<file path="src/shared/edge_shaper_pkg.sv">
/*
 * Constants, register map, edge codes, shape table and state type for the
 * 212 kbit/s carrier edge shaper.
 * Assumes a single 125 MHz clock and an 8-bit register port.
 */
`default_nettype none
package edge_shaper_pkg;
    // Register offsets on the 8-bit register port
    localparam logic [7:0] OFS_KIND   = 8'h29;
    localparam logic [7:0] OFS_SHAPE  = 8'h2A;
    localparam logic [7:0] OFS_DUR    = 8'h2B;
    localparam logic [7:0] OFS_FLOOR  = 8'h2C;
    localparam logic [7:0] OFS_STATUS = 8'h3F;
    // Values after reset
    localparam logic [7:0] RST_KIND  = 8'h11;
    localparam logic [7:0] RST_SHAPE = 8'h00;
    localparam logic [7:0] RST_DUR   = 8'h04;
    localparam logic [7:0] RST_FLOOR = 8'h00;
    // Field positions
    localparam int FALL_KIND_LSB = 4;
    localparam int RISE_KIND_LSB = 0;
    localparam int FALL_SEL_LSB  = 4;
    localparam int RISE_SEL_LSB  = 0;
    localparam int DUR_DBL_BIT   = 7;
    localparam int DUR_CNT_LSB   = 0;
    // Edge kind codes
    localparam logic [3:0] CODE_FW1      = 4'h1;
    localparam logic [3:0] CODE_FW2      = 4'h2;
    localparam logic [3:0] CODE_FW3      = 4'h3;
    localparam logic [3:0] CODE_TBL      = 4'h4;
    localparam logic [3:0] CODE_TBL_CORR = 4'h5;
    localparam logic [3:0] CODE_TBL_ADPT = 4'h6;
    // Amplitude and shaping constants
    localparam logic [7:0] FULL_AMP   = 8'hFF;
    localparam logic [7:0] PA_NOMINAL = 8'h80;
    localparam logic [7:0] CORR_STEP  = 8'h04;
    localparam logic [7:0] KNEE_BASE  = 8'h40;
    localparam logic [1:0] TABLE_LAST = 2'h3;
    // Carrier cycles per transition state
    localparam logic [1:0] CYC_STATE_SINGLE = 2'h1;
    localparam logic [1:0] CYC_STATE_DOUBLE = 2'h2;
    // Four shape tables of eight points each
    localparam logic [7:0] SHAPE_LUT [0:31] = '{
        8'h10, 8'h30, 8'h50, 8'h70, 8'h90, 8'hB0, 8'hD0, 8'hFF,
        8'h04, 8'h10, 8'h28, 8'h48, 8'h70, 8'hA0, 8'hD0, 8'hFF,
        8'h40, 8'h70, 8'h98, 8'hB8, 8'hD0, 8'hE4, 8'hF4, 8'hFF,
        8'h08, 8'h18, 8'h38, 8'h70, 8'hB0, 8'hD8, 8'hF0, 8'hFF};
    typedef enum logic [1:0] {
        ST_HIGH = 2'b00,
        ST_FALL = 2'b01,
        ST_LOW  = 2'b10,
        ST_RISE = 2'b11
    } state_e;
endpackage
`default_nettype wire

</file>
<file path="src/rtl/carrier_edge_shaper_212k.sv">
/*
 * Carrier amplitude edge shaper for the 212 kbit/s rate, with its three
 * configuration bytes and the 424 kbit/s modulation floor byte.
 * Assumes carrier_tick, mod_req and pa_supply_voltage come from logic on clk.
 */
// The strobed register port was decided locally.
`timescale 1ns/1ns
`default_nettype none
module carrier_edge_shaper_212k
    import edge_shaper_pkg::*;
(
    input  wire logic       clk,
    input  wire logic       resetn,
    input  wire logic [7:0] addr,
    input  wire logic [7:0] wdata,
    input  wire logic       wr,
    input  wire logic       rd,
    output logic      [7:0] rdata,
    input  wire logic       carrier_tick,
    input  wire logic       mod_req,
    input  wire logic [7:0] floor_212k,
    input  wire logic [7:0] pa_supply_voltage,
    output logic      [7:0] amp_out,
    output logic      [7:0] floor_amp_424k,
    output logic            edge_busy,
    output logic            cfg_reserved
);

    function automatic logic is_fw(input logic [3:0] c);
        return (c == CODE_FW1) || (c == CODE_FW2) || (c == CODE_FW3);
    endfunction

    function automatic logic is_tbl(input logic [3:0] c);
        return (c == CODE_TBL) || (c == CODE_TBL_CORR) || (c == CODE_TBL_ADPT);
    endfunction

    function automatic logic [7:0] lerp(input logic [7:0] y0, input logic [7:0] y1,
                                        input logic [7:0] dx, input int sh);
        logic [15:0] p;
        p = (16'(dx) * 16'(y1 - y0)) >> sh;
        return 8'(16'(y0) + p);
    endfunction

    function automatic logic [1:0] table_idx(input logic [2:0] sel);
        return (sel > 3'(TABLE_LAST)) ? TABLE_LAST : sel[1:0];
    endfunction

    logic [7:0] kind_r;
    logic [7:0] shape_r;
    logic [7:0] dur_r;
    logic [7:0] floor_r;
    logic [7:0] rdata_r;
    logic [7:0] amp_r;
    logic [7:0] amp_nxt;
    state_e     state_r;
    state_e     state_nxt;
    logic [4:0] step_r;
    logic [4:0] step_nxt;
    logic       hold_r;
    logic       hold_nxt;

    // Register port decode
    wire        wr_kind  = wr && (addr == OFS_KIND);
    wire        wr_shape = wr && (addr == OFS_SHAPE);
    wire        wr_dur   = wr && (addr == OFS_DUR);
    wire        wr_floor = wr && (addr == OFS_FLOOR);
    wire [7:0]  status   = {state_r, cfg_reserved, step_r};
    wire [7:0]  rd_mux   = (addr == OFS_KIND)   ? kind_r  :
                           (addr == OFS_SHAPE)  ? shape_r :
                           (addr == OFS_DUR)    ? dur_r   :
                           (addr == OFS_FLOOR)  ? floor_r :
                           (addr == OFS_STATUS) ? status  : 8'h00;

    // Per-edge configuration
    wire        falling   = (state_r == ST_FALL) || (state_r == ST_HIGH);
    wire [3:0]  fall_code = kind_r[FALL_KIND_LSB +: 4];
    wire [3:0]  rise_code = kind_r[RISE_KIND_LSB +: 4];
    wire [3:0]  cur_code  = falling ? fall_code : rise_code;
    wire [2:0]  cur_sel   = falling ? shape_r[FALL_SEL_LSB +: 3] : shape_r[RISE_SEL_LSB +: 3];
    wire        code_ok   = is_fw(cur_code) || is_tbl(cur_code);
    wire [4:0]  n_states  = dur_r[DUR_CNT_LSB +: 5];
    wire [1:0]  hold_cyc  = dur_r[DUR_DBL_BIT] ? CYC_STATE_DOUBLE : CYC_STATE_SINGLE;
    wire        shaped_ok = code_ok && (n_states != 5'h00);

    // Progress through the edge, 0..255
    wire [12:0] prod      = 13'(step_r) * 13'd255;
    wire [7:0]  frac      = (n_states == 5'h00) ? FULL_AMP : 8'(prod / 13'(n_states));

    // Firmware piecewise-linear shapes; knee height follows the time constant
    wire [7:0]  knee      = KNEE_BASE + {1'b0, cur_sel, 4'h0};
    wire [7:0]  knee_lo   = {1'b0, knee[7:1]};
    wire [7:0]  fw2_val   = (frac < 8'h80) ? lerp(8'h00, knee, frac, 7)
                                           : lerp(knee, FULL_AMP, frac - 8'h80, 7);
    wire [7:0]  fw3_val   = (frac < 8'h40) ? lerp(8'h00, knee_lo, frac, 6) :
                            (frac < 8'hC0) ? lerp(knee_lo, knee, frac - 8'h40, 7)
                                           : lerp(knee, FULL_AMP, frac - 8'hC0, 6);
    wire [7:0]  fw_val    = (cur_code == CODE_FW2) ? fw2_val :
                            (cur_code == CODE_FW3) ? fw3_val : frac;

    wire [1:0]  tbl_sel   = table_idx(cur_sel);
    wire [7:0]  tbl_val   = SHAPE_LUT[{tbl_sel, frac[7:5]}];
    // Supply adaptation scales the table by nominal over measured supply;
    // a zero reading is treated as one to keep the divider defined
    wire [7:0]  pa_safe   = (pa_supply_voltage == 8'h00) ? 8'h01 : pa_supply_voltage;
    wire [15:0] adapt_w   = (16'(tbl_val) * 16'(PA_NOMINAL)) / 16'(pa_safe);
    wire [7:0]  adapt_val = (adapt_w > 16'(FULL_AMP)) ? FULL_AMP : adapt_w[7:0];
    wire [8:0]  corr_w    = 9'(adapt_val) + 9'(CORR_STEP);
    wire [7:0]  corr_val  = corr_w[8] ? FULL_AMP : corr_w[7:0];
    wire [7:0]  tbl_out   = (cur_code == CODE_TBL_CORR) ? corr_val :
                            (cur_code == CODE_TBL_ADPT) ? adapt_val : tbl_val;
    wire [7:0]  shape_val = is_tbl(cur_code) ? tbl_out : fw_val;

    // Map shaped progress onto the span between full carrier and floor
    wire [7:0]  span      = FULL_AMP - floor_212k;
    wire [15:0] delta_w   = (16'(span) * 16'(shape_val)) >> 8;
    wire [7:0]  delta     = delta_w[7:0];
    wire        last_step = (step_r >= n_states);
    wire        advance   = carrier_tick && ((hold_cyc == CYC_STATE_SINGLE) || hold_r);

    always_comb begin
        state_nxt = state_r;
        step_nxt  = step_r;
        hold_nxt  = hold_r;
        amp_nxt   = amp_r;
        case (state_r)
            ST_HIGH: begin
                amp_nxt = FULL_AMP;
                if (mod_req) begin
                    if (shaped_ok) begin
                        state_nxt = ST_FALL;
                        step_nxt  = 5'h01;
                        hold_nxt  = 1'b0;
                    end else begin
                        state_nxt = ST_LOW;
                        amp_nxt   = floor_212k;
                    end
                end
            end
            ST_FALL: begin
                amp_nxt = FULL_AMP - delta;
                if (carrier_tick && !advance) begin
                    hold_nxt = 1'b1;
                end else if (advance) begin
                    hold_nxt = 1'b0;
                    if (last_step) begin
                        state_nxt = ST_LOW;
                        step_nxt  = 5'h00;
                        amp_nxt   = floor_212k;
                    end else begin
                        step_nxt = step_r + 5'h01;
                    end
                end
            end
            ST_LOW: begin
                amp_nxt = floor_212k;
                if (!mod_req) begin
                    if (shaped_ok) begin
                        state_nxt = ST_RISE;
                        step_nxt  = 5'h01;
                        hold_nxt  = 1'b0;
                    end else begin
                        state_nxt = ST_HIGH;
                        amp_nxt   = FULL_AMP;
                    end
                end
            end
            ST_RISE: begin
                amp_nxt = floor_212k + delta;
                if (carrier_tick && !advance) begin
                    hold_nxt = 1'b1;
                end else if (advance) begin
                    hold_nxt = 1'b0;
                    if (last_step) begin
                        state_nxt = ST_HIGH;
                        step_nxt  = 5'h00;
                        amp_nxt   = FULL_AMP;
                    end else begin
                        step_nxt = step_r + 5'h01;
                    end
                end
            end
            default: begin
                state_nxt = ST_HIGH;
                step_nxt  = 5'h00;
                hold_nxt  = 1'b0;
                amp_nxt   = FULL_AMP;
            end
        endcase
    end

    always_ff @(posedge clk) begin
        if (!resetn) begin
            kind_r  <= RST_KIND;
            shape_r <= RST_SHAPE;
            dur_r   <= RST_DUR;
            floor_r <= RST_FLOOR;
            rdata_r <= 8'h00;
        end else begin
            if (wr_kind)  kind_r  <= wdata;
            if (wr_shape) shape_r <= wdata;
            if (wr_dur)   dur_r   <= wdata;
            if (wr_floor) floor_r <= wdata;
            rdata_r <= rd ? rd_mux : 8'h00;
        end
    end

    always_ff @(posedge clk) begin
        if (!resetn) begin
            state_r <= ST_HIGH;
            step_r  <= 5'h00;
            hold_r  <= 1'b0;
            amp_r   <= FULL_AMP;
        end else begin
            state_r <= state_nxt;
            step_r  <= step_nxt;
            hold_r  <= hold_nxt;
            amp_r   <= amp_nxt;
        end
    end

    assign rdata          = rdata_r;
    assign amp_out        = amp_r;
    assign floor_amp_424k = floor_r;
    assign edge_busy      = (state_r == ST_FALL) || (state_r == ST_RISE);
    // Reserved codes collapse edges to a step instead of guessing a shape
    assign cfg_reserved   = !(is_fw(fall_code) || is_tbl(fall_code))
                         || !(is_fw(rise_code) || is_tbl(rise_code));
endmodule // carrier_edge_shaper_212k
`default_nettype wire

</file>
<file path="config.mk">
export PLATFORM = sky130hd
export DESIGN_NAME = carrier_edge_shaper_212k
export DESIGN_NICKNAME = d
export VERILOG_FILES = /design/src/shared/edge_shaper_pkg.sv /design/src/rtl/carrier_edge_shaper_212k.sv
export SDC_FILE = /design/constraint.sdc
export NUM_CORES = 1
export LEC_CHECK = 0
export BUFFER_PORTS_ARGS = -buffer_cell sky130_fd_sc_hd__buf_2
export CORE_MARGIN = 2
export CORE_UTILIZATION = 35
export DETAILED_ROUTE_END_ITERATION = 10
export REMOVE_ABC_BUFFERS = 1
export SETUP_SLACK_MARGIN = 0.02
export SLEW_MARGIN = 10
export SYNTH_ARGS = -nofsm -noshare
export SYNTH_HDL_FRONTEND = slang
export SYNTH_SLANG_ARGS = --single-unit
</file>
<file path="constraint.sdc">
create_clock -name clk -period 60.2 [get_ports clk]
set_input_delay 0 -clock clk [delete_from_list [all_inputs] [get_ports clk]]
set_output_delay 0 -clock clk [all_outputs]
set_load 0.05 [all_outputs]
</file>
# --- Word level (Yosys, flattened, before mapping) ---
# Memories as Yosys holds them, arrays and structs flattened.
# Cells that the tools add are included.
word_totals:
  ff_bits: 56
  mem_bits_ro: 256
  mem_count: 1
  inputBits: 38
  out_inout_bits: 26
mem_list:
  columns: ["memory", "words", "word_bits", "read_ports", "rd_clocked_by_memory_dff", "write_ports", "line", "source"]
  rows:
  - ["(name not given)", 32, 8, 1, 0, 0, "carrier_edge_shaper_212k.sv:101", "wire [7:0] tbl_val = SHAPE_LUT[{tbl_sel, frac[7:5]}];"]
classes:
  div: 2
  n_mul: 7
  addsub: 14
  bitwise_logic: 1
  reduce_logical: 38
  n_eq_ne: 38
  mux: 58
  magnitude_cmp: 7
ops:
  columns: ["op", "n"]
  rows:
  - ["two-way mux 8 bit", 29]
  - ["equality test 8 x 6 -> 1 bit (second input constant)", 5]
  - ["equality test 4 x 3 -> 1 bit (second input constant)", 9]
  - ["one-hot mux 8 bit (4 select lines)", 1]
  - ["two-way mux 5 bit", 6]
  - ["adder 8 bit", 3]
  - ["equality test 4 x 2 -> 1 bit (second input constant)", 6]
  - ["two-way mux 2 bit", 12]
  - ["logical OR 1 bit", 19]
  - ["inequality test 2 bit (second input constant)", 9]
  - ["divider 15 x 8 -> 16 bit", 1]
  - ["> comparator 16 x 8 -> 1 bit (second input constant)", 1]
  - ["< comparator 8 bit (second input constant)", 2]
  - ["multiplier 8 x 16 -> 15 bit", 1]
  - ["multiplier 8 x 8 -> 16 bit", 1]
  - ["subtractor 8 bit (first input constant)", 2]
  - ["subtractor 8 bit (second input constant)", 2]
  - ["multiplier 8 x 8 -> 15 bit", 1]
  - ["multiplier 9 x 9 -> 15 bit", 1]
  - ["one-hot mux 5 bit (3 select lines)", 1]
  - ["multiplier 8 x 7 -> 14 bit", 1]
  - ["multiplier 9 x 9 -> 14 bit", 1]
  - ["divider 13 x 5 -> 13 bit", 1]
  - ["multiplier 5 x 8 -> 13 bit (second input constant)", 1]
  - ["other kinds (33)", 49]

# --- Depth between registers and ports, before layout ---
# Gate-level depths: netlist of run 1.
depth:
  word_depth: 22
  mapped_depth: 266

# --- Worst setup path before layout of run 1 ---
# Ideal clock, no wire load.
synth_timing:
  kind: "register to register"
  start: "register step_r[2]"
  end: "register amp_r[7] (netlist: amp_out[7])"
  slack_ns: 11.007
  t_arrival_ns: 49.077
  stages_incl_launch_ff: 248
  required_time_ns: 60.084
  path_buffers: 13
  synth_period_minus_slack_ns: 49.193
  setup_time_ns: 0.116
  path_cell_list: "dfxtp_1 -> fa_1 -> fa_1 -> fa_1 -> ha_1 -> a21o_1 -> a21o_1 -> o221a_1 -> or4_1 -> nand2_1 -> ha_1 -> a32oi_1 -> ha_1 -> or4b_1 -> nand2_1 -> a21oi_1 -> ha_1 -> a21oi_1 -> (+212 left out) -> fa_1 -> ha_1 -> a21o_1 -> a211o_1 -> o21bai_1 -> a31oi_2 -> xnor2_1 -> ha_1 -> a21o_1 -> a21oi_1 -> o21bai_1 -> a21oi_1 -> o21bai_1 -> a21oi_1 -> xnor2_1 -> a2111oi_2 -> a41oi_1 -> a41o_1"
synth_between:
  elab_chain_cells: 20
  elab_cells_between_ends: 45
  cone_classes: "9 x add/sub; 7 x mul; 2 x div; 5 x order compare; 20 x mux; 1 x bitwise; 1 x memory"
synth_rtl:
  columns: ["element", "line", "source"]
  rows:
  - ["from (decl)", "carrier_edge_shaper_212k.sv:57", "logic [4:0] step_r;"]
  - ["from (signal assigned)", "carrier_edge_shaper_212k.sv:215", "step_r <= step_nxt;"]
  - ["multiplier 5 x 8 -> 13 bit", "carrier_edge_shaper_212k.sv:86", "wire [12:0] prod = 13'(step_r) * 13'd255;"]
  - ["divider 13 x 5 -> 13 bit", "carrier_edge_shaper_212k.sv:87", "wire [7:0] frac = (n_states == 5'h00) ? FULL_AMP : 8'(prod / 13'(n_states));"]
  - ["two-way mux 8 bit", "carrier_edge_shaper_212k.sv:87", null]
  - ["NOT 5 -> 6 bit (implied by the code)", "carrier_edge_shaper_212k.sv:101", null]
  - ["memory read (32 x 8 bit)", null, null]
  - ["two-way mux 8 bit (implied by the code) (2 in series)", "carrier_edge_shaper_212k.sv:101", null]
  - ["divider 15 x 8 -> 16 bit", "carrier_edge_shaper_212k.sv:105", "wire [15:0] adapt_w = (16'(tbl_val) * 16'(PA_NOMINAL)) / 16'(pa_safe);"]
  - ["> comparator 16 x 8 -> 1 bit", "carrier_edge_shaper_212k.sv:106", "wire [7:0] adapt_val = (adapt_w > 16'(FULL_AMP)) ? FULL_AMP : adapt_w[7:0];"]
  - ["(+3 left out)", null, null]
  - ["two-way mux 8 bit", "carrier_edge_shaper_212k.sv:109", "wire [7:0] tbl_out = (cur_code == CODE_TBL_CORR) ? corr_val :"]
  - ["two-way mux 8 bit", "carrier_edge_shaper_212k.sv:111", "wire [7:0] shape_val = is_tbl(cur_code) ? tbl_out : fw_val;"]
  - ["multiplier 8 x 8 -> 16 bit", "carrier_edge_shaper_212k.sv:115", "wire [15:0] delta_w = (16'(span) * 16'(shape_val)) >> 8;"]
  - ["adder 8 bit or subtractor 8 bit (tied branches)", "carrier_edge_shaper_212k.sv:168, carrier_edge_shaper_212k.sv:140", null]
  - ["two-way mux 8 bit, on equally long branches", "carrier_edge_shaper_212k.sv:173, carrier_edge_shaper_212k.sv:145", null]
  - ["two-way mux 8 bit, on equally long branches", "carrier_edge_shaper_212k.sv:171, carrier_edge_shaper_212k.sv:143", null]
  - ["two-way mux 8 bit, on equally long branches", "carrier_edge_shaper_212k.sv:169, carrier_edge_shaper_212k.sv:141", null]
  - ["one-hot mux 8 bit (4 select lines) *", "carrier_edge_shaper_212k.sv:125", "case (state_r)"]
  - ["to (signal assigned)", "carrier_edge_shaper_212k.sv:217", "amp_r <= amp_nxt;"]
  - ["to (decl)", "carrier_edge_shaper_212k.sv:53", "logic [7:0] amp_r;"]
# Mark *: on every way between the ends. The rest lies on a longest branch, timed or not. The select of a mux whose other input is x is not followed.
# A chain may end at the register's enable or synchronous reset.

# --- Worst setup path in the final report of run 1 ---
# Ends and elaborated chain as after synthesis.

==> impl_metrics.prom, run 1 <==
# TYPE chip_impl_metric gauge
chip_impl_metric{name="worst_pin_slew",unit="ns"} 1.11
chip_impl_info{name="ys_top_cells_by_area",value="sky130_fd_sc_hd__ha_1, sky130_fd_sc_hd__fa_1, sky130_fd_sc_hd__a21oi_1, sky130_fd_sc_hd__dfxtp_1, sky130_fd_sc_hd__nor2_1"} 1
chip_impl_metric{name="multi_input_area",unit="um2"} 19100
chip_impl_metric{name="post_drt_wl_per_cell",unit="um"} 17.4
chip_impl_metric{name="first_iter_violations",unit=""} 1451
chip_impl_metric{name="layout.area.seq",unit="um2"} 1120
chip_impl_metric{name="tritonroute_pass_1_iters",unit=""} 5
chip_impl_info{name="worst_path_max_delay_cell",value="sky130_fd_sc_hd__fa_1"} 1
chip_impl_metric{name="place_congestion",unit=""} 0.935
chip_impl_info{name="rsz0062_at_grt",value="false"} 1
chip_impl_metric{name="yosysWarningCount",unit=""} 0
chip_impl_metric{name="worst_clock_skew",unit="ns"} 0.00671
chip_impl_metric{name="post_synth_inst_count",unit=""} 2866
chip_impl_metric{name="die_outline_area",unit="um2"} 63700
chip_impl_info{name="synth_most_common_cell",value="sky130_fd_sc_hd__ha_1"} 1
chip_impl_metric{name="yosysTopAreaCellShare",unit="%"} 20.4
chip_impl_metric{name="layout.cells.non_filler",unit=""} 3679
chip_impl_info{name="critPathCaptureType",value="flop"} 1
chip_impl_metric{name="initial_utilization",unit="%"} 35.2
chip_impl_metric{name="layout.nets",unit=""} 3405
chip_impl_metric{name="port_buf_inserts",unit=""} 63
chip_impl_metric{name="n_antenna_cell",unit=""} 0
chip_impl_metric{name="antenna_violations_before_repair",unit=""} 0
chip_impl_metric{name="area_delta_synth_final",unit="%"} 7.00
chip_impl_metric{name="clk-insertion-delay-late",unit="ns"} 0.30
chip_impl_metric{name="grt_overflow_total",unit=""} 0
chip_impl_info{name="dominantRegCellSynth",value="sky130_fd_sc_hd__dfxtp_1"} 1
chip_impl_metric{name="synth.yosys.seq_area_share",unit="%"} 5.19
chip_impl_metric{name="postSynth.asyncResetShare",unit="%"} 0
chip_impl_metric{name="post_synth_instance_area",unit="um2"} 21600
chip_impl_metric{name="core",unit="um2"} 61400
chip_impl_metric{name="ys_ff_latch",unit=""} 56
chip_impl_metric{name="global_route.usage.total",unit="%"} 19.9
chip_impl_metric{name="synth.distinct_cells",unit=""} 118
chip_impl_metric{name="min_period_over_period",unit="%"} 91.2
chip_impl_info{name="hold_path_class",value="in -> reg"} 1
chip_impl_metric{name="synthesis.area_per_instance",unit="um2"} 7.53
chip_impl_info{name="outcome",value="completed"} 1
chip_impl_metric{name="achievable-frequency",unit="GHz"} 0.0182
chip_impl_metric{name="num_vias",unit=""} 20600
chip_impl_info{name="synth.cells.most_frequent",value="sky130_fd_sc_hd__ha_1, sky130_fd_sc_hd__nor2_1, sky130_fd_sc_hd__inv_1"} 1
chip_impl_metric{name="die_width",unit="um"} 252
chip_impl_info{name="critPathLaunchType",value="flop"} 1
chip_impl_metric{name="ioPinCount",unit=""} 64
chip_impl_metric{name="rows",unit=""} 91
chip_impl_metric{name="timing.slew.headroom",unit="%"} 26.0
chip_impl_metric{name="timing.critical_path.slowest_cell_delay",unit="ns"} 0.64
chip_impl_metric{name="drive_gt1_share",unit="%"} 8.65
chip_impl_metric{name="cts_made_buffers",unit=""} 5
chip_impl_metric{name="cts_sinks",unit=""} 56
chip_impl_metric{name="clockBufferDepth",unit=""} 2
chip_impl_metric{name="path_max_fanout",unit=""} 21
chip_impl_metric{name="fp.dieH",unit="um"} 252
chip_impl_info{name="clock_tree_from_tritoncts",value="yes"} 1
chip_impl_metric{name="synth-edff-count",unit=""} 0
chip_impl_metric{name="maxCapViolCount",unit=""} 0
chip_impl_metric{name="grt_pass1_wl",unit="um"} 105000
chip_impl_metric{name="n_fill_cell",unit=""} 6480
chip_impl_metric{name="totalNegativeSetupSlack",unit="ns"} 0
chip_impl_metric{name="ant_nets",unit=""} 0
chip_impl_metric{name="timing.critical_path.required",unit="ns"} 60.39
chip_impl_metric{name="vias_in_the_first_global_route",unit=""} 20000
chip_impl_metric{name="finalWorstPathRequiredPeriod",unit="ns"} 54.88
chip_impl_metric{name="post_drt_via_cell_ratio",unit=""} 5.61
chip_impl_metric{name="drc",unit=""} 0
chip_impl_info{name="cp_common_cell",value="sky130_fd_sc_hd__ha_1"} 1
chip_impl_metric{name="postRouteWirelength",unit="um"} 64100
chip_impl_info{name="root_buffer",value="sky130_fd_sc_hd__clkbuf_16"} 1
chip_impl_metric{name="report.final.setup_viol",unit=""} 0
chip_impl_metric{name="hpwl",unit="um"} 51400
chip_impl_metric{name="finalHoldViolCount",unit=""} 0
chip_impl_metric{name="grt_max_degree",unit=""} 43
chip_impl_metric{name="final-max-slew-violation-count",unit=""} 0
chip_impl_info{name="timing_worst_setup_path_type",value="reg -> reg"} 1
chip_impl_metric{name="dp_cells",unit=""} 3663
chip_impl_metric{name="cp.arrival",unit="ns"} 55.06
chip_impl_metric{name="h-tree-depth",unit=""} 2
chip_impl_info{name="yosysTopAreaCell",value="sky130_fd_sc_hd__ha_1"} 1
chip_impl_metric{name="clkTransAtPathRegs",unit="ns"} 0.07
chip_impl_metric{name="worst-r2r-setup-slack",unit="ns"} 5.32
==> flip-flops by register name, summed over array words and instances, names as in the netlist, 2 cells and up <==
signal	count
amp_out	8
dur_r	8
floor_amp_424k	8
kind_r	8
rdata	8
shape_r	8
step_r	5
state_r	2
==> layout make-up <==
class | instances | area share [%]
well taps | 790 | 4.28
multi-input cells | 2434 | 82.7
clock buffers | 6 | 0.601
clock inverters | 2 | 0.168
inverters | 287 | 4.67
repair buffers | 104 | 2.77
flip-flops and latches | 56 | 4.86
==> layer usage <==
| metal | global-route usage (%) | wire [um] |
|---|---|---|
| met5 | 0 | 0 |
| met1 | 28.1 | 30600 |
| met2 | 33.4 | 29000 |
| met3 | 1.57 | 3490 |
| met4 | 3.50 | 1050 |
==> cells in the final DEF, fill, tap and decap left out, drive strengths merged, types with 56 or more instances in the layout <==
cell type,Yosys,layout
a21o,71,71
a21oi,227,227
buf,21,97
dfxtp,56,56
fa,128,128
ha,351,351
inv,284,284
nand2,233,233
nand3,73,73
nor2,295,295
nor3,76,76
o21a,60,60
o21ai,141,141
xnor2,89,89
==> stage by stage <==
| step | setup slack [ns] | utilization [%] | area [um2] | hold slack (ns) |
|---|---|---|---|---|
| final | 5.32 | 37.6 | 23100 | 0.0119 |
| after global routing | 0.173 | 37.6 | 23100 | 0.0229 |
| after CTS | 4.47 | 37.5 | 23000 | 0.000969 |
| after detailed placement | 4.68 | 37.1 | 22800 | 0.295 |
| after global placement | 6.20 | 37.1 | 22800 | 0.293 |
| after floorplan | 11.84 | - | 21200 | 0.0718 |
==> path summary, 6_finish.rpt <==
check | startpoint | end | cells past startpoint
worst max-delay path | step_r[2]$_SDFFE_PN0P_ | amp_out[7]$_SDFF_PN1_ | 242
worst min-delay path | wdata[2] | floor_amp_424k[2]$_SDFFE_PN0P_ | 3
worst max register to register | step_r[2]$_SDFFE_PN0P_ | amp_out[7]$_SDFF_PN1_ | 242
worst min register to register | dur_r[5]$_SDFFE_PN0P_ | dur_r[5]$_SDFFE_PN0P_ | 2
==> critical path: cells and delay by family (launching register included) <==
kind / cells / cell delay, ns
AO/OA/AOI/OAI: 118 / 25.61
AND/OR/NAND/NOR: 75 / 14.33
adder cells (fa/ha/maj): 34 / 11.67
buffers and inverters: 10 / 1.13
multiplexers: 3 / 1.07
flip-flops: 1 / 0.55
XOR/XNOR: 2 / 0.32
==> cell families after synthesis <==
family          Yosys count  share of synthesized area, %
flops                    56                          5.19
other cells               1                        0.0174
compound gates          789                          25.0
mux                      77                          3.83
simple gates            946                          21.4
buf+inv                 377                          6.69
xor+xnor                140                          5.68
fa+ha+maj               480                          32.3
==> what timing repair did <==
item,CTS,global route
buffers inserted,0,1
endpoints found under the setup margin,0,8
hold buffers,7,0
gates resized for setup,0,12
endpoints found under the hold margin,12,0
Power of run 1 is left out: the tool's default activity adds up to more than one toggle a clock period on the data nets, which glitch-free logic cannot reach.
==> run 2: changes to the inputs <==
CORE_UTILIZATION = 60   (was 35)
PLACE_DENSITY = 0.77   (was unset)
==> run 2 against run 1 <==
  * Routed wire length is 1.3% lower
  * Non-clock buffer count fell by 11
  * Maximum frequency fell by 1.9%
  * Register-to-register slack lost 1.1 ns
==> impl_metrics.prom, run 2 (synthesis gave the netlist of run 1 again) <==
# TYPE chip_impl_metric gauge
chip_impl_metric{name="drc",unit=""} 0
chip_impl_info{name="root_buffer",value="sky130_fd_sc_hd__clkbuf_16"} 1
chip_impl_metric{name="clkTransAtPathRegs",unit="ns"} 0.06
chip_impl_metric{name="fp.dieH",unit="um"} 194
chip_impl_metric{name="maxCapViolCount",unit=""} 0
chip_impl_info{name="outcome",value="completed"} 1
chip_impl_metric{name="grt_max_degree",unit=""} 32
chip_impl_metric{name="clk-insertion-delay-late",unit="ns"} 0.29
chip_impl_metric{name="path_max_fanout",unit=""} 21
chip_impl_info{name="layout.cells.most_common",value="sky130_fd_sc_hd__ha_1"} 1
chip_impl_info{name="critPathLaunchType",value="flop"} 1
chip_impl_metric{name="ioPinCount",unit=""} 64
chip_impl_metric{name="grt_overflow_total",unit=""} 0
chip_impl_metric{name="finalHoldWorstSlack",unit="ns"} 0.00311
chip_impl_metric{name="postRouteWirelength",unit="um"} 63300
chip_impl_metric{name="post_cts.repair.setup_buffers",unit=""} 0
chip_impl_info{name="critPathCaptureType",value="flop"} 1
chip_impl_info{name="crit_start",value="step_r[2]$_SDFFE_PN0P_"} 1
chip_impl_metric{name="post_drt_via_cell_ratio",unit=""} 6.43
chip_impl_metric{name="area_delta_synth_final",unit="%"} 4.44
chip_impl_metric{name="layout.nets",unit=""} 3394
chip_impl_metric{name="h-tree-depth",unit=""} 2
chip_impl_metric{name="initial_utilization",unit="%"} 60.8
chip_impl_metric{name="timing.critical_path.slowest_cell_delay",unit="ns"} 0.64
chip_impl_metric{name="clockBufferDepth",unit=""} 2
chip_impl_info{name="layout_common_cells",value="sky130_fd_sc_hd__ha_1, sky130_fd_sc_hd__nor2_1, sky130_fd_sc_hd__inv_1, sky130_fd_sc_hd__nand2_1, sky130_fd_sc_hd__a21oi_1"} 1
chip_impl_metric{name="worst_pin_slew",unit="ns"} 1.10
chip_impl_metric{name="antenna_violations_before_repair",unit=""} 1
chip_impl_metric{name="num_vias",unit=""} 21500
chip_impl_info{name="hp-start",value="wdata[3]"} 1
chip_impl_metric{name="layout.area.seq",unit="um2"} 1120
chip_impl_metric{name="core",unit="um2"} 35500
chip_impl_metric{name="first_iter_violations",unit=""} 1672
chip_impl_metric{name="post_dp_cell_area",unit="um2"} 22300
chip_impl_metric{name="hpwl",unit="um"} 50800
chip_impl_metric{name="ant_nets",unit=""} 0
chip_impl_info{name="worst_path_top_cell_family_by_delay",value="compound AO/OA/AOI/OAI gates"} 1
chip_impl_metric{name="finalHoldViolCount",unit=""} 0
chip_impl_metric{name="n_antenna_cell",unit=""} 0
chip_impl_metric{name="timing.critical_path.required",unit="ns"} 60.39
chip_impl_metric{name="die_outline_area",unit="um2"} 37500
chip_impl_metric{name="multi_input_area",unit="um2"} 19100
chip_impl_metric{name="port_buf_inserts",unit=""} 63
chip_impl_info{name="timing_worst_setup_path_type",value="reg -> reg"} 1
chip_impl_metric{name="finalWorstPathRequiredPeriod",unit="ns"} 55.93
chip_impl_metric{name="cts_sinks",unit=""} 56
chip_impl_info{name="hold_path_class",value="in -> reg"} 1
chip_impl_metric{name="vias_in_the_first_global_route",unit=""} 21300
chip_impl_metric{name="n_fill_cell",unit=""} 3188
chip_impl_metric{name="critical_path.n_buffers_inverters",unit=""} 11
chip_impl_metric{name="min_period_over_period",unit="%"} 92.9
chip_impl_info{name="clock_tree_from_tritoncts",value="yes"} 1
chip_impl_metric{name="finalInstanceArea",unit="um2"} 22500
chip_impl_metric{name="achievable-frequency",unit="GHz"} 0.0179
chip_impl_info{name="cp_common_cell",value="sky130_fd_sc_hd__ha_1"} 1
chip_impl_metric{name="tritonroute_pass_1_iters",unit=""} 5
chip_impl_metric{name="totalNegativeSetupSlack",unit="ns"} 0
chip_impl_metric{name="cts_made_buffers",unit=""} 5
chip_impl_metric{name="report.final.setup_viol",unit=""} 0
chip_impl_metric{name="cp.arrival",unit="ns"} 56.12
chip_impl_metric{name="final-max-slew-violation-count",unit=""} 0
chip_impl_metric{name="rows",unit=""} 69
chip_impl_info{name="r2r_start",value="step_r[2]$_SDFFE_PN0P_"} 1
chip_impl_metric{name="drive_gt1_share",unit="%"} 8.13
chip_impl_metric{name="die_width",unit="um"} 194
chip_impl_metric{name="timing.slew.headroom",unit="%"} 24.8
chip_impl_metric{name="post_drt_wl_per_cell",unit="um"} 19.0
chip_impl_metric{name="grt_pass1_wl",unit="um"} 105000
chip_impl_info{name="worst_path_max_delay_cell",value="sky130_fd_sc_hd__fa_1"} 1
chip_impl_metric{name="place_congestion",unit=""} 0.976
chip_impl_metric{name="worst_clock_skew",unit="ns"} 0.00590
chip_impl_info{name="rsz0062_at_grt",value="false"} 1
chip_impl_metric{name="global_route.usage.total",unit="%"} 33.2
-- run 2: cell types whose count changed in the layout (fill, tap and decap cells not counted), sizes merged --
| cell | change |
|---|---|
| buf | -10 |
| bufinv | -1 |
| clkbuf | +2 |
| clkinv | -1 |
| dlygate4sd3 | -1 |
-- run 2: layer usage --
metal,up-vias,global-route usage (%),share of wire [%]
li1,10200,-,-
met1,10200,42.1,42
met2,908,58.2,48
met3,185,3.15,6.6
met4,2,12.9,4.1
met5,-,0,0.017
-- run 2: area by class of cell --
type	instances	area share [%]
Clock buffer	8	0.649
Multi-Input combinational cell	2434	84.6
Inverter	287	4.78
Tap cell	461	2.56
Sequential cell	56	4.97
Timing Repair Buffer	93	2.46
-- run 2: stage by stage --
step	std cells	util, %	worst slack [ns]
after floorplan	2777	-	11.84
after global placement	3325	62.9	6.72
after detailed placement	3325	62.9	4.69
after CTS	3339	63.4	4.44
after global routing	3339	63.5	0.152
final	3339	63.5	4.27
-- run 2: repair_timing --
item / 4_1_cts / 5_1_grt
endpoints found under the setup margin: 0 / 6
gates resized for setup: 0 / 6
hold buffers: 6 / 0
endpoints found under the hold margin: 11 / 0
-- run 2: worst register-to-register path: cells and delay by family (launching register included) --
family                     cells  cell delay (ns)
AOI/OAI and AO/OA            115            26.66
and+or+nand+nor               69            13.72
adders and majority gates     34            11.71
muxes                          5             1.64
buffers and inverters         11             1.22
DFF                            1             0.55
xor gates and xnor gates       2             0.35
-- run 2: worst paths after layout --
path	endpoint	slack, ns	depth (start not counted)
setup / recovery	amp_out[7]$_SDFF_PN1_	4.27	236
hold / removal	floor_amp_424k[3]$_SDFFE_PN0P_	0.003	3
setup reg to reg	amp_out[7]$_SDFF_PN1_	4.27	236
hold reg to reg	dur_r[5]$_SDFFE_PN0P_	0.46	2
Power of run 2 is left out for the same reason.
